$ cat config.mk
export PLATFORM = sky130hd
export DESIGN_NAME = pir_router
export DESIGN_NICKNAME = d
export VERILOG_FILES = /design/src/common/pir_pkg.sv /design/src/rtl/pir_sync.sv /design/src/rtl/pir_router.sv
export SDC_FILE = /design/constraint.sdc
export NUM_CORES = 1
export LEC_CHECK = 0
export BUFFER_PORTS_ARGS = -buffer_cell sky130_fd_sc_hd__buf_4
export CAP_MARGIN = 5
export CORE_UTILIZATION = 28
export CTS_BUF_LIST = sky130_fd_sc_hd__clkbuf_4
export DETAILED_ROUTE_END_ITERATION = 8
export PLACE_DENSITY = 0.5
export SLEW_MARGIN = 10
export SYNTH_ARGS = -nofsm -noshare
export SYNTH_HDL_FRONTEND = slang
export SYNTH_HIERARCHICAL = 1
export SYNTH_SLANG_ARGS = --single-unit
$ cat constraint.sdc
create_clock -name pclk -period 2.5 [get_ports pclk]
set_input_delay 0.125 -clock pclk [delete_from_list [all_inputs] [get_ports pclk]]
set_output_delay 0.125 -clock pclk [all_outputs]
set_load 0.005 [all_outputs]
$ cat src/common/pir_pkg.sv
// Constants shared by the shared-line interrupt router
package pir_pkg;

  // ************************************************************
  // Sizes
  // ************************************************************
  localparam int NUM_LINES     = 8;
  localparam int NUM_LEGACY    = 16;
  localparam int NUM_ADV       = 24;
  localparam int ADV_LINE_BASE = 16;
  localparam int IRQ_W         = 4;
  localparam int ADDR_W        = 8;
  localparam int DATA_W        = 32;
  localparam int NUM_SRC       = 5;
  localparam int NUM_PIN       = 23;

  // ************************************************************
  // Register offsets (byte addresses)
  // ************************************************************
  localparam logic [7:0] ADDR_CTRL       = 8'h00;
  localparam logic [7:0] ADDR_ROUTE_LO   = 8'h04;
  localparam logic [7:0] ADDR_ROUTE_HI   = 8'h08;
  localparam logic [7:0] ADDR_PORT_IRQ   = 8'h0c;
  localparam logic [7:0] ADDR_DYN_IRQ    = 8'h10;
  localparam logic [7:0] ADDR_LINE_STATE = 8'h14;
  localparam logic [7:0] ADDR_INT_STATUS = 8'h18;
  localparam logic [7:0] ADDR_INT_MASK   = 8'h1c;

  // ************************************************************
  // Field layout of one routing byte
  // ************************************************************
  localparam int FIELD_W    = 8;
  localparam int LINES_PER_REG = 4;
  localparam int EN_BIT     = 7;
  localparam int CTRL_ADV_BIT = 0;

  // ************************************************************
  // Legacy IRQ numbers
  // ************************************************************
  localparam int IRQ_TIMER   = 0;
  localparam int IRQ_KBD     = 1;
  localparam int IRQ_CASCADE = 2;
  localparam int IRQ_DISK    = 6;
  localparam int IRQ_RTC     = 8;
  localparam int IRQ_MOUSE   = 12;
  localparam int IRQ_FPU     = 13;
  localparam int IRQ_ATA_PRI = 14;
  localparam int IRQ_ATA_SEC = 15;

  // Selectable numbers 3-7, 9-12, 14, 15
  localparam logic [15:0] LEGAL_IRQ_MASK = 16'hdef8;
  localparam logic [15:0] IRQ_ONE        = 16'h0001;

  // ************************************************************
  // Programmable sources: serial, parallel, usb, sata, pcie
  // ************************************************************
  localparam logic [7:0] SRC_ADDR [NUM_SRC] =
    '{ADDR_PORT_IRQ, ADDR_PORT_IRQ, ADDR_DYN_IRQ, ADDR_DYN_IRQ, ADDR_DYN_IRQ};
  localparam int SRC_LANE [NUM_SRC] = '{0, 1, 0, 1, 2};
  localparam logic [3:0] SRC_IRQ_RST [NUM_SRC] = '{4'h4, 4'h7, 4'h3, 4'h3, 4'h3};
  localparam logic SRC_EN_RST [NUM_SRC] = '{1'b1, 1'b1, 1'b0, 1'b0, 1'b0};

  // Reset values
  localparam logic [3:0] ROUTE_IRQ_RST = 4'h3;
  localparam logic [NUM_PIN-1:0] PIN_RST = 23'h7fe000;

endpackage

$ cat src/rtl/pir_sync.sv
// Two-stage synchroniser for a vector of pin inputs
`timescale 1ns/1ns
`default_nettype none

module pir_sync
#(
  parameter int                WIDTH     = 1,
  parameter logic [WIDTH-1:0]  RESET_VAL = '0
)
(
  input  wire logic             pclk,
  input  wire logic             presetn,
  input  wire logic [WIDTH-1:0] async_in,
  output logic      [WIDTH-1:0] sync_out
);

  logic [WIDTH-1:0] stage1;

  // First stage feeds only the second
  always_ff @(posedge pclk or negedge presetn)
  begin
    if (!presetn)
    begin
      stage1   <= RESET_VAL;
      sync_out <= RESET_VAL;
    end
    else
    begin
      stage1   <= async_in;
      sync_out <= stage1;
    end
  end

endmodule
`default_nettype wire

$ cat src/rtl/pir_router.sv
// Shared-line interrupt router with APB register access
//
// The implementer's own choices: the address map and the APB register port.
`timescale 1ns/1ns
`default_nettype none

// Function
// - eight shared lines, each source on one
// - mode picks legacy or advanced controller
// - legacy mode uses IRQ 0 to 15
// - advanced mode offers IRQ 0 to 23
// - IRQ 16-23 driven by lines A-H, advanced
// - legacy line steered to selectable IRQ set
// - several lines may share one IRQ
// - slot pins wired to fixed shared lines
// - sources on one line share it
// - IRQ 2 kept for cascade, never assigned
// - IRQ 0, 1, 8, 13 fixed system uses
// - serial IRQ 4, parallel IRQ 7, reprogrammable
// - USB, SATA, PCIe IRQs set at runtime
module pir_router
#(
  parameter int NUM_LINES = pir_pkg::NUM_LINES
)
(
  input  wire logic        pclk,
  input  wire logic        presetn,
  input  wire logic        psel,
  input  wire logic        penable,
  input  wire logic        pwrite,
  input  wire logic [7:0]  paddr,
  input  wire logic [31:0] pwdata,
  output logic      [31:0] prdata,
  output logic             pready,
  output logic             pslverr,
  input  wire logic [3:0]  slot1_int_n,
  input  wire logic [3:0]  slot2_int_n,
  input  wire logic        fw_int_n,
  input  wire logic        sata_ctrl_int_n,
  input  wire logic        timer_irq,
  input  wire logic        kbd_irq,
  input  wire logic        rtc_irq,
  input  wire logic        fpu_irq,
  input  wire logic        disk_irq,
  input  wire logic        mouse_irq,
  input  wire logic        ata_pri_irq,
  input  wire logic        ata_sec_irq,
  input  wire logic        first_serial_port_irq,
  input  wire logic        first_parallel_port_irq,
  input  wire logic        usb_irq,
  input  wire logic        sata_port_irq,
  input  wire logic        pcie_irq,
  output logic      [15:0] legacy_irq,
  output logic      [23:0] adv_irq,
  output logic             adv_mode,
  output logic             irq
);

  // ************************************************************
  // Elaboration check
  // ************************************************************
  if (NUM_LINES != pir_pkg::NUM_LINES)
  begin : g_bad_lines
    $error("pir_router: board wiring serves exactly eight lines");
  end

  // ************************************************************
  // Pin synchronisation
  // ************************************************************
  logic [pir_pkg::NUM_PIN-1:0] pin_raw;
  logic [pir_pkg::NUM_PIN-1:0] pin_s;

  // Active-low card pins on top, active-high sources below
  assign pin_raw = {slot1_int_n, slot2_int_n, fw_int_n, sata_ctrl_int_n,
                    timer_irq, kbd_irq, rtc_irq, fpu_irq, disk_irq,
                    mouse_irq, ata_pri_irq, ata_sec_irq,
                    first_serial_port_irq, first_parallel_port_irq,
                    usb_irq, sata_port_irq, pcie_irq};

  pir_sync
  #(
    .WIDTH     (pir_pkg::NUM_PIN),
    .RESET_VAL (pir_pkg::PIN_RST)
  )
  u_sync
  (
    .pclk     (pclk),
    .presetn  (presetn),
    .async_in (pin_raw),
    .sync_out (pin_s)
  );

  wire [3:0] slot1_n  = pin_s[22:19];
  wire [3:0] slot2_n  = pin_s[18:15];
  wire       fw_n     = pin_s[14];
  wire       sata_n   = pin_s[13];
  wire       timer_s  = pin_s[12];
  wire       kbd_s    = pin_s[11];
  wire       rtc_s    = pin_s[10];
  wire       fpu_s    = pin_s[9];
  wire       disk_s   = pin_s[8];
  wire       mouse_s  = pin_s[7];
  wire       atap_s   = pin_s[6];
  wire       atas_s   = pin_s[5];
  wire [4:0] src_s    = pin_s[4:0];

  // ************************************************************
  // Shared line wiring
  // ************************************************************
  logic [7:0] shared_line_n;
  logic [7:0] line_act;

  assign shared_line_n[0] = slot2_n[3];
  assign shared_line_n[1] = slot2_n[2] & sata_n;
  assign shared_line_n[2] = slot2_n[0] & fw_n;
  assign shared_line_n[3] = slot2_n[1];
  assign shared_line_n[4] = slot1_n[3];
  assign shared_line_n[5] = slot1_n[0];
  assign shared_line_n[6] = slot1_n[1];
  assign shared_line_n[7] = slot1_n[2];

  assign line_act = ~shared_line_n;

  // ************************************************************
  // APB slave decode
  // ************************************************************
  logic        ctrl_adv;
  logic [7:0]  int_status;
  logic [7:0]  int_mask;
  logic [7:0]  line_prev;
  logic [31:0] rd_mux;

  wire access   = psel && penable;
  wire wr_en    = access && pready && pwrite;
  wire addr_hit = (paddr == pir_pkg::ADDR_CTRL) ||
                  (paddr == pir_pkg::ADDR_ROUTE_LO) ||
                  (paddr == pir_pkg::ADDR_ROUTE_HI) ||
                  (paddr == pir_pkg::ADDR_PORT_IRQ) ||
                  (paddr == pir_pkg::ADDR_DYN_IRQ) ||
                  (paddr == pir_pkg::ADDR_LINE_STATE) ||
                  (paddr == pir_pkg::ADDR_INT_STATUS) ||
                  (paddr == pir_pkg::ADDR_INT_MASK);
  wire ctrl_wr  = wr_en && (paddr == pir_pkg::ADDR_CTRL);
  wire stat_wr  = wr_en && (paddr == pir_pkg::ADDR_INT_STATUS);
  wire mask_wr  = wr_en && (paddr == pir_pkg::ADDR_INT_MASK);

  // ************************************************************
  // Per-line routing selections
  // ************************************************************
  logic [15:0] line_vec  [NUM_LINES];
  logic [7:0]  route_rd  [NUM_LINES];

  for (genvar i = 0; i < NUM_LINES; i++)
  begin : g_line
    localparam logic [7:0] RADDR = (i < pir_pkg::LINES_PER_REG) ?
                                   pir_pkg::ADDR_ROUTE_LO : pir_pkg::ADDR_ROUTE_HI;
    localparam int LANE = (i % pir_pkg::LINES_PER_REG) * pir_pkg::FIELD_W;
    logic [3:0] sel_irq;
    logic       sel_en;
    wire  [7:0] wbyte = pwdata[LANE +: pir_pkg::FIELD_W];
    wire        legal = pir_pkg::LEGAL_IRQ_MASK[wbyte[3:0]];
    wire        hit   = wr_en && (paddr == RADDR) && legal;

    always_ff @(posedge pclk or negedge presetn)
    begin
      if (!presetn)
      begin
        sel_irq <= pir_pkg::ROUTE_IRQ_RST;
        sel_en  <= 1'b0;
      end
      else if (hit)
      begin
        sel_irq <= wbyte[3:0];
        sel_en  <= wbyte[pir_pkg::EN_BIT];
      end
    end

    assign line_vec[i] = (sel_en && line_act[i] && !ctrl_adv) ?
                         (pir_pkg::IRQ_ONE << sel_irq) : 16'h0000;
    assign route_rd[i] = {sel_en, 3'h0, sel_irq};
  end

  // ************************************************************
  // Programmable device sources
  // ************************************************************
  logic [15:0] src_vec [pir_pkg::NUM_SRC];
  logic [7:0]  src_rd  [pir_pkg::NUM_SRC];

  for (genvar s = 0; s < pir_pkg::NUM_SRC; s++)
  begin : g_src
    localparam int LANE = pir_pkg::SRC_LANE[s] * pir_pkg::FIELD_W;
    logic [3:0] sel_irq;
    logic       sel_en;
    wire  [7:0] wbyte = pwdata[LANE +: pir_pkg::FIELD_W];
    wire        legal = pir_pkg::LEGAL_IRQ_MASK[wbyte[3:0]];
    wire        hit   = wr_en && (paddr == pir_pkg::SRC_ADDR[s]) && legal;

    always_ff @(posedge pclk or negedge presetn)
    begin
      if (!presetn)
      begin
        sel_irq <= pir_pkg::SRC_IRQ_RST[s];
        sel_en  <= pir_pkg::SRC_EN_RST[s];
      end
      else if (hit)
      begin
        sel_irq <= wbyte[3:0];
        sel_en  <= wbyte[pir_pkg::EN_BIT];
      end
    end

    assign src_vec[s] = (sel_en && src_s[pir_pkg::NUM_SRC-1-s]) ?
                        (pir_pkg::IRQ_ONE << sel_irq) : 16'h0000;
    assign src_rd[s]  = {sel_en, 3'h0, sel_irq};
  end

  // ************************************************************
  // IRQ vector assembly
  // ************************************************************
  logic [15:0] fixed_vec;
  logic [15:0] line_or;
  logic [15:0] src_or;

  always_comb
  begin
    fixed_vec = 16'h0000;
    fixed_vec[pir_pkg::IRQ_TIMER]   = timer_s;
    fixed_vec[pir_pkg::IRQ_KBD]     = kbd_s;
    fixed_vec[pir_pkg::IRQ_CASCADE] = 1'b0;
    fixed_vec[pir_pkg::IRQ_DISK]    = disk_s;
    fixed_vec[pir_pkg::IRQ_RTC]     = rtc_s;
    fixed_vec[pir_pkg::IRQ_MOUSE]   = mouse_s;
    fixed_vec[pir_pkg::IRQ_FPU]     = fpu_s;
    fixed_vec[pir_pkg::IRQ_ATA_PRI] = atap_s;
    fixed_vec[pir_pkg::IRQ_ATA_SEC] = atas_s;
  end

  // lines may merge on one number
  always_comb
  begin
    line_or = 16'h0000;
    for (int i = 0; i < NUM_LINES; i++)
    begin
      line_or = line_or | line_vec[i];
    end
    src_or = 16'h0000;
    for (int s = 0; s < pir_pkg::NUM_SRC; s++)
    begin
      src_or = src_or | src_vec[s];
    end
  end

  wire [15:0] low_vec = fixed_vec | src_or;

  wire [15:0] next_legacy = ctrl_adv ? 16'h0000 : (low_vec | line_or);
  wire [23:0] next_adv    = ctrl_adv ? {line_act, low_vec} : 24'h000000;

  // ************************************************************
  // Control, status and mask registers
  // ************************************************************
  wire [7:0] line_rise   = line_act & ~line_prev;
  wire [7:0] stat_clr    = stat_wr ? pwdata[7:0] : 8'h00;
  // Set beats a same-cycle clear
  wire [7:0] next_status = (int_status & ~stat_clr) | line_rise;

  always_ff @(posedge pclk or negedge presetn)
  begin
    if (!presetn)
    begin
      ctrl_adv   <= 1'b0;
      int_mask   <= 8'h00;
      int_status <= 8'h00;
      line_prev  <= 8'h00;
    end
    else
    begin
      if (ctrl_wr)
      begin
        ctrl_adv <= pwdata[pir_pkg::CTRL_ADV_BIT];
      end
      if (mask_wr)
      begin
        int_mask <= pwdata[7:0];
      end
      int_status <= next_status;
      line_prev  <= line_act;
    end
  end

  // ************************************************************
  // Read data selection
  // ************************************************************
  assign rd_mux =
    (paddr == pir_pkg::ADDR_CTRL)       ? {31'h0, ctrl_adv} :
    (paddr == pir_pkg::ADDR_ROUTE_LO)   ? {route_rd[3], route_rd[2],
                                           route_rd[1], route_rd[0]} :
    (paddr == pir_pkg::ADDR_ROUTE_HI)   ? {route_rd[7], route_rd[6],
                                           route_rd[5], route_rd[4]} :
    (paddr == pir_pkg::ADDR_PORT_IRQ)   ? {16'h0, src_rd[1], src_rd[0]} :
    (paddr == pir_pkg::ADDR_DYN_IRQ)    ? {8'h0, src_rd[4], src_rd[3], src_rd[2]} :
    (paddr == pir_pkg::ADDR_LINE_STATE) ? {24'h0, line_act} :
    (paddr == pir_pkg::ADDR_INT_STATUS) ? {24'h0, int_status} :
    (paddr == pir_pkg::ADDR_INT_MASK)   ? {24'h0, int_mask} :
                                          32'h0000_0000;

  // ************************************************************
  // APB answer: one wait cycle, registered
  // ************************************************************
  always_ff @(posedge pclk or negedge presetn)
  begin
    if (!presetn)
    begin
      pready  <= 1'b0;
      prdata  <= 32'h0000_0000;
      pslverr <= 1'b0;
    end
    else
    begin
      pready  <= access && !pready;
      prdata  <= (access && !pready && !pwrite) ? rd_mux : 32'h0000_0000;
      pslverr <= access && !pready && !addr_hit;
    end
  end

  // ************************************************************
  // Registered outputs
  // ************************************************************
  always_ff @(posedge pclk or negedge presetn)
  begin
    if (!presetn)
    begin
      legacy_irq <= 16'h0000;
      adv_irq    <= 24'h000000;
      adv_mode   <= 1'b0;
      irq        <= 1'b0;
    end
    else
    begin
      legacy_irq <= next_legacy;
      adv_irq    <= next_adv;
      adv_mode   <= ctrl_adv;
      irq        <= |(next_status & int_mask);
    end
  end

endmodule
`default_nettype wire

== After elaboration in Yosys (flattened, before gate mapping) ==
Memory sizes are Yosys's and may differ from the RTL's.
Index checks and enable logic that the tools add are counted.

* $lt $le $gt $ge: 4
* Equal/unequal tests: 7
* Shift-type cells: 13
* Multiplexer cells: 29
* Bitwise logic cells: 22
* Reductions and logical operators: 60

{| class="wikitable"
|+ Operators by type and width
! operator !! number
|-
| $mux 16 || 14
|-
| $or 16x16->16 || 13
|-
| $shl 1x4->16 const A || 13
|-
| $mux 32 || 4
|-
| $mux 24 || 3
|-
| $logic_and 1x1->1 || 47
|-
| $eq 8x5->1 const B || 4
|-
| $mux 8 || 4
|-
| $and 8x8->8 || 3
|-
| $not 8->8 || 3
|-
| $lt 4x5->1 const B || 4
|-
| $eq 8x4->1 const B || 2
|-
| $eq 8x3->1 const B || 1
|-
| $logic_not 8->1 || 1
|-
| $or 8x8->8 || 1
|-
| $reduce_or 8->1 || 1
|-
| $logic_or 1x1->1 || 7
|-
| $logic_not 1->1 || 4
|-
| $mux 1 || 4
|-
| $and 1x1->1 || 2
|}

* Register bits: 212
* Memory bits (read-only): 64
* Input port bits: 68
* Output and inout port bits: 76
* Word-level logic and storage cells: 178
* Memories kept: 4

{| class="wikitable"
|+ Memory list
! memory !! words !! bits a word !! read ports !! clocked after Yosys merged registers in !! wr ports !! RTL line !! source
|-
| (name not given) || 16 || 1 || 1 || 0 || 0 || pir_router.sv:195 || <nowiki>wire legal = pir_pkg::LEGAL_IRQ_MASK[wbyte[3:0]];</nowiki>
|-
| (name not given) || 16 || 1 || 1 || 0 || 0 || pir_router.sv:195 ||
|-
| (name not given) || 16 || 1 || 1 || 0 || 0 || pir_router.sv:161 || <nowiki>wire legal = pir_pkg::LEGAL_IRQ_MASK[wbyte[3:0]];</nowiki>
|-
| (name not given) || 16 || 1 || 1 || 0 || 0 || pir_router.sv:195 ||
|}

== Logic depth before layout (Yosys ltp) ==
* Depth in word-level cells: 14
* Depth in mapped cells: 7
* Gate-level depth less buffers: 5

== By module ==
Netlist, hierarchy kept.

{| class="wikitable"
|+ By module, submodules not included
! module !! instances !! cells an instance !! area an instance (um2) !! sequential area each (um2)
|-
| pir_router || 1 || 854 || 8366.8 || 3963.8
|-
| pir_sync || 1 || 46 || 1176.1 || 1176.1
|}

== Least setup slack after synthesis ==
OpenSTA, ideal clock, no wires.

* Path type: register to register
* From: reg u_sync.sync_out[16]
* To: reg legacy_irq[1]
* Setup time: 0.129 ns
* Data arrival time: 1.638 ns
* Data required time: 2.371 ns
* Setup slack: 0.732 ns
* Stages on the path, launching flop included: 6
* Buffers on the path: 0
* Clock period less this slack: 1.768 ns
* Path through: dfstp_2 nand4bb_1 or4_1 o31ai_1 or3_1 o41a_1

* Word-level cells in the longest chain between the ends: 11

{| class="wikitable"
|+ Ends and longest elaborated chain
! item !! RTL line !! source
|-
| from (decl) || pir_sync.sv:14 || <nowiki>output logic [WIDTH-1:0] sync_out</nowiki>
|-
| from (signal assigned) || pir_sync.sv:30 || <nowiki>sync_out <= stage1;</nowiki>
|-
| $not 8->8 || pir_router.sv:122 || <nowiki>assign line_act = ~shared_line_n;</nowiki>
|-
| $logic_and 1x1->1 (2 in a row) || pir_router.sv:178 || <nowiki>assign line_vec[i] = (sel_en && line_act[i] && !ctrl_adv) ?</nowiki>
|-
| $mux 16 || pir_router.sv:178 ||
|-
| $or 16x16->16 (5 in a row) || pir_router.sv:244 || <nowiki>line_or = line_or | line_vec[i];</nowiki>
|-
| $or 16x16->16 || pir_router.sv:255 || <nowiki>wire [15:0] next_legacy = ctrl_adv ? 16'h0000 : (low_vec | line_or);</nowiki>
|-
| $mux 16 || pir_router.sv:255 ||
|-
| via next_legacy[1] || pir_router.sv:255 ||
|-
| to (signal assigned) || pir_router.sv:339 || <nowiki>legacy_irq <= next_legacy;</nowiki>
|-
| to (decl) || pir_router.sv:53 || <nowiki>output logic [15:0] legacy_irq,</nowiki>
|}

The timed path passes the listed nets, and every way through them passes these cells.
A chain may end at the register's enable or synchronous reset.

== Final worst setup path ==
* From: in paddr[5]
* To: reg g_line[2].sel_irq[3]

* Word-level cells in the longest chain between the ends: 3

{| class="wikitable"
|+ Ends and longest elaborated chain
! item !! RTL line !! source
|-
| from (decl) || pir_router.sv:31 || <nowiki>input wire logic [7:0] paddr,</nowiki>
|-
| $eq 8x3->1 || pir_router.sv:162 || <nowiki>wire hit = wr_en && (paddr == RADDR) && legal;</nowiki>
|-
| $logic_and 1x1->1 (2 in a row) || pir_router.sv:162 ||
|-
| to (signal assigned) || pir_router.sv:168 || <nowiki>sel_irq <= pir_pkg::ROUTE_IRQ_RST;</nowiki>
|-
| to (signal assigned) || pir_router.sv:173 || <nowiki>sel_irq <= wbyte[3:0];</nowiki>
|-
| to (decl) || pir_router.sv:158 || <nowiki>logic [3:0] sel_irq;</nowiki>
|}

No other way between the ends.

==> out/metrics.yaml <==
maxCapViolations: 0
routed_wl_um: 33300
post_cts_resized: 0
io_pins: 144
drt_iter0_markers: 667
holdPathEnd: "int_mask[1]$_DFFE_PN0P_"
reg2reg_depth: 5
clk_latency_ps: 690
synth_seq_area_share: 0.539
initial_core_util: 0.285
cp-end-kind: "flip-flop"
hold_viol: 0
worstHoldPathCells: 4
fill_cells: 3461
total_leakage_power_nw: 5.38
r2r_setup_slack_ps: 310
cts_num_sinks: 203
yosysWarnings: 6
clkPwrFrac: 0.454
nNetsFinal: 1213
relSlewSlack: 0.478
r2r_start: "pready$_DFF_PN0_"
cts_htree_levels: 2
cts.clk_slew.worst_paths_ps: 70
die_area_um2: 34800
netlist_instances: 900
outcome: "finished, final reports clean"
power_density_nw_per_um2: 560
start_kind: "input port"
synth_area_leaders: "dfrtp_1, dfstp_2, mux2_2, o22ai_1, nor2_1"
netlist_area_um2: 9540
synth.avg_cell_area_um2: 10.6
die_h_um: 187
slew_viol_final: 0
rsz0062_at_grt: "false"
fin_tns_setup_ps: 0
async_flop_share: 1.00
fin_crit_ps: 2390
skew_ps: 23.0
dpl.hpwl_um: 24800
vias_per_cell: 5.10
r2r_end: "irq$_DFF_PN0_"
final_antenna_net_count: 0
grt_max_degree: 84
p_sw_frac: 0.244
place.gp.congestion: 0.936
drive_gt1_frac: 0.341
vias: 8381
crit_arrival_ps: 2950
drt_pass1_iterations: 5
hp-class: "in2reg"
grt_pass1_vias: 8475
antenna_found_initial: 1
path_cells: "dlygate4sd3_1 -> buf_4 -> nor4_4 -> dlygate4sd3_1 -> buf_4 -> nand3_2 -> nor2_1 -> nand2_1 -> mux2_2"
final_cell_area_um2: 12600
yosysTopAreaCellShare: 0.406
synth_top_flop_cell: "dfrtp_1"
timing.fmax_mhz: 419
core.rowCount: 67
slowest_delay_ps: 580
core_area_um2: 33500
hold_start: "paddr[7]"
final_core_util: 0.375
grt_use_total: 0.190
cp.required_ps: 3060
critPathKind: "in2reg"
vdd_drop_max_mv: 0.250
cts.path.max_buffers: 3
pwr-share-comb: 0.062
wl_per_cell_um: 20.3
p_switching_mw: 1.72
tightest_slew_ps: 777
finalSetupViolCount: 0
p_int_mw: 5.33
seq_area_um2: 5140
synth_top_cell_by_area: "dfrtp_1"
ys_ff_latch: 203
cts_buffers: 56
synthTopCellsByCount: "dfrtp_1, nor2_1, mux2_2"
multi_input_area_um2: 4120
cts_tree: "built"
seqPwrFrac: 0.483
drc: 0
portBuffers: 125
yosysMostFrequentCell: "dfrtp_1"
grt_overflow: 0
fin_crit_sh: 0.955
grt_pass1_wl_um: 50800
critical-path-slowest-cell: "dlygate4sd3_1"
place_area_um2: 11200
die_w_um: 187
cts-root-buf: "clkbuf_4"
power_mw: 7.05
area_delta_synth_final_pct: 31.9
synth.distinct_cells: 63
worstPathMaxFanout: 14
synth_edf_count: 0
## worst max-delay path by stage
stage / from / slack, ps / endpoint
3_3_place_gp: paddr[5] / 270 / irq$_DFF_PN0_
6_report: paddr[5] / 110 / g_line[2].sel_irq[3]$_DFFE_PN0P_
5_1_grt: paddr[5] / 50 / g_line[0].sel_en$_DFFE_PN0P_
2_1_floorplan: u_sync/sync_out[16]$_DFF_PN1_ / 730 / legacy_irq[1]$_DFF_PN0_
3_5_place_dp: paddr[5] / 240 / irq$_DFF_PN0_
4_1_cts: paddr[5] / 190 / g_line[2].sel_irq[3]$_DFFE_PN0P_
## state kept, by name, indices dropped and copies added (netlist names)
register	count
g_src.sel_irq	20
pready	1
line_prev	8
irq	1
ctrl_adv	1
legacy_irq	16
pslverr	1
g_line.sel_en	8
adv_irq	24
int_status	8
g_line.sel_irq	32
u_sync/sync_out	23
adv_mode	1
int_mask	8
prdata	23
g_src.sel_en	5
u_sync/stage1	23
## metrics by stage
stage,instances,setup slack (ps),hold slack [ps]
2_1_floorplan,908,732,-171
3_3_place_gp,1474,270,24.7
3_5_place_dp,1474,244,23.9
4_1_cts,1641,191,2.77
5_1_grt,1642,52.8,32.7
6_report,1642,112,71.9
## cell families after synthesis
group                    Yosys count  share of synthesized area
adder cells (fa/ha/maj)            3                    0.00315
multiplexers                      79                     0.0927
AO/OA/AOI/OAI                    179                      0.124
buffers and inverters             70                     0.0324
flip-flops                       203                      0.539
other                              1                   0.000393
AND/OR/NAND/NOR                  365                      0.208
## routing by layer
metal  part of all wire  global-route usage  vias up
met1               0.45               0.258     4149
li1                   -                   -     3860
met4              0.027              0.0709        0
met2               0.47               0.304      309
met3              0.055              0.0322       63
met5                  0                   0        -
## worst max-delay path, delay by kind of cell
family | cells | cell delay (ps)
buffers and inverters | 4 | 1480
AND/OR/NAND/NOR | 4 | 1010
multiplexers | 1 | 330
## power by group through the flow
stage               Combinational (mW)  Clock [mW]  Sequential [mW]
global placement                 0.367           0             3.47
finish                           0.438        3.20             3.41
floorplan                        0.117           0             3.45
global route                     0.480        3.51             3.41
detailed placement               0.368           0             3.47
CTS                              0.445        3.33             3.41
## cells in the final DEF (no fill, tap or decap), drive strengths merged, types with 18 or more instances in the layout
cell and n:
a21oi 22, a31oi 22, buf 169, clkbuf 93, dfrtp 155, dfstp 48
dlygate4sd3 61, mux2 75, nand2 59, nand2b 35, nor2 94, nor3 52
nor4 18, o22ai 62
## timing repair
action	CTS	global route
buffers inserted	0	0
hold buffers	61	0
hold endpoints to repair	311	0
## cell type report
type	count	area share
Sequential cell	203	0.408
Multi-Input combinational cell	635	0.328
Timing Repair Buffer	231	0.152
Clock buffer	92	0.0549
Tap cell	448	0.0445
Clock inverter	14	0.00686
Inverter	18	0.00537
Antenna cell	1	0.000199
Note: power is estimated with default switching activity, not from simulation.
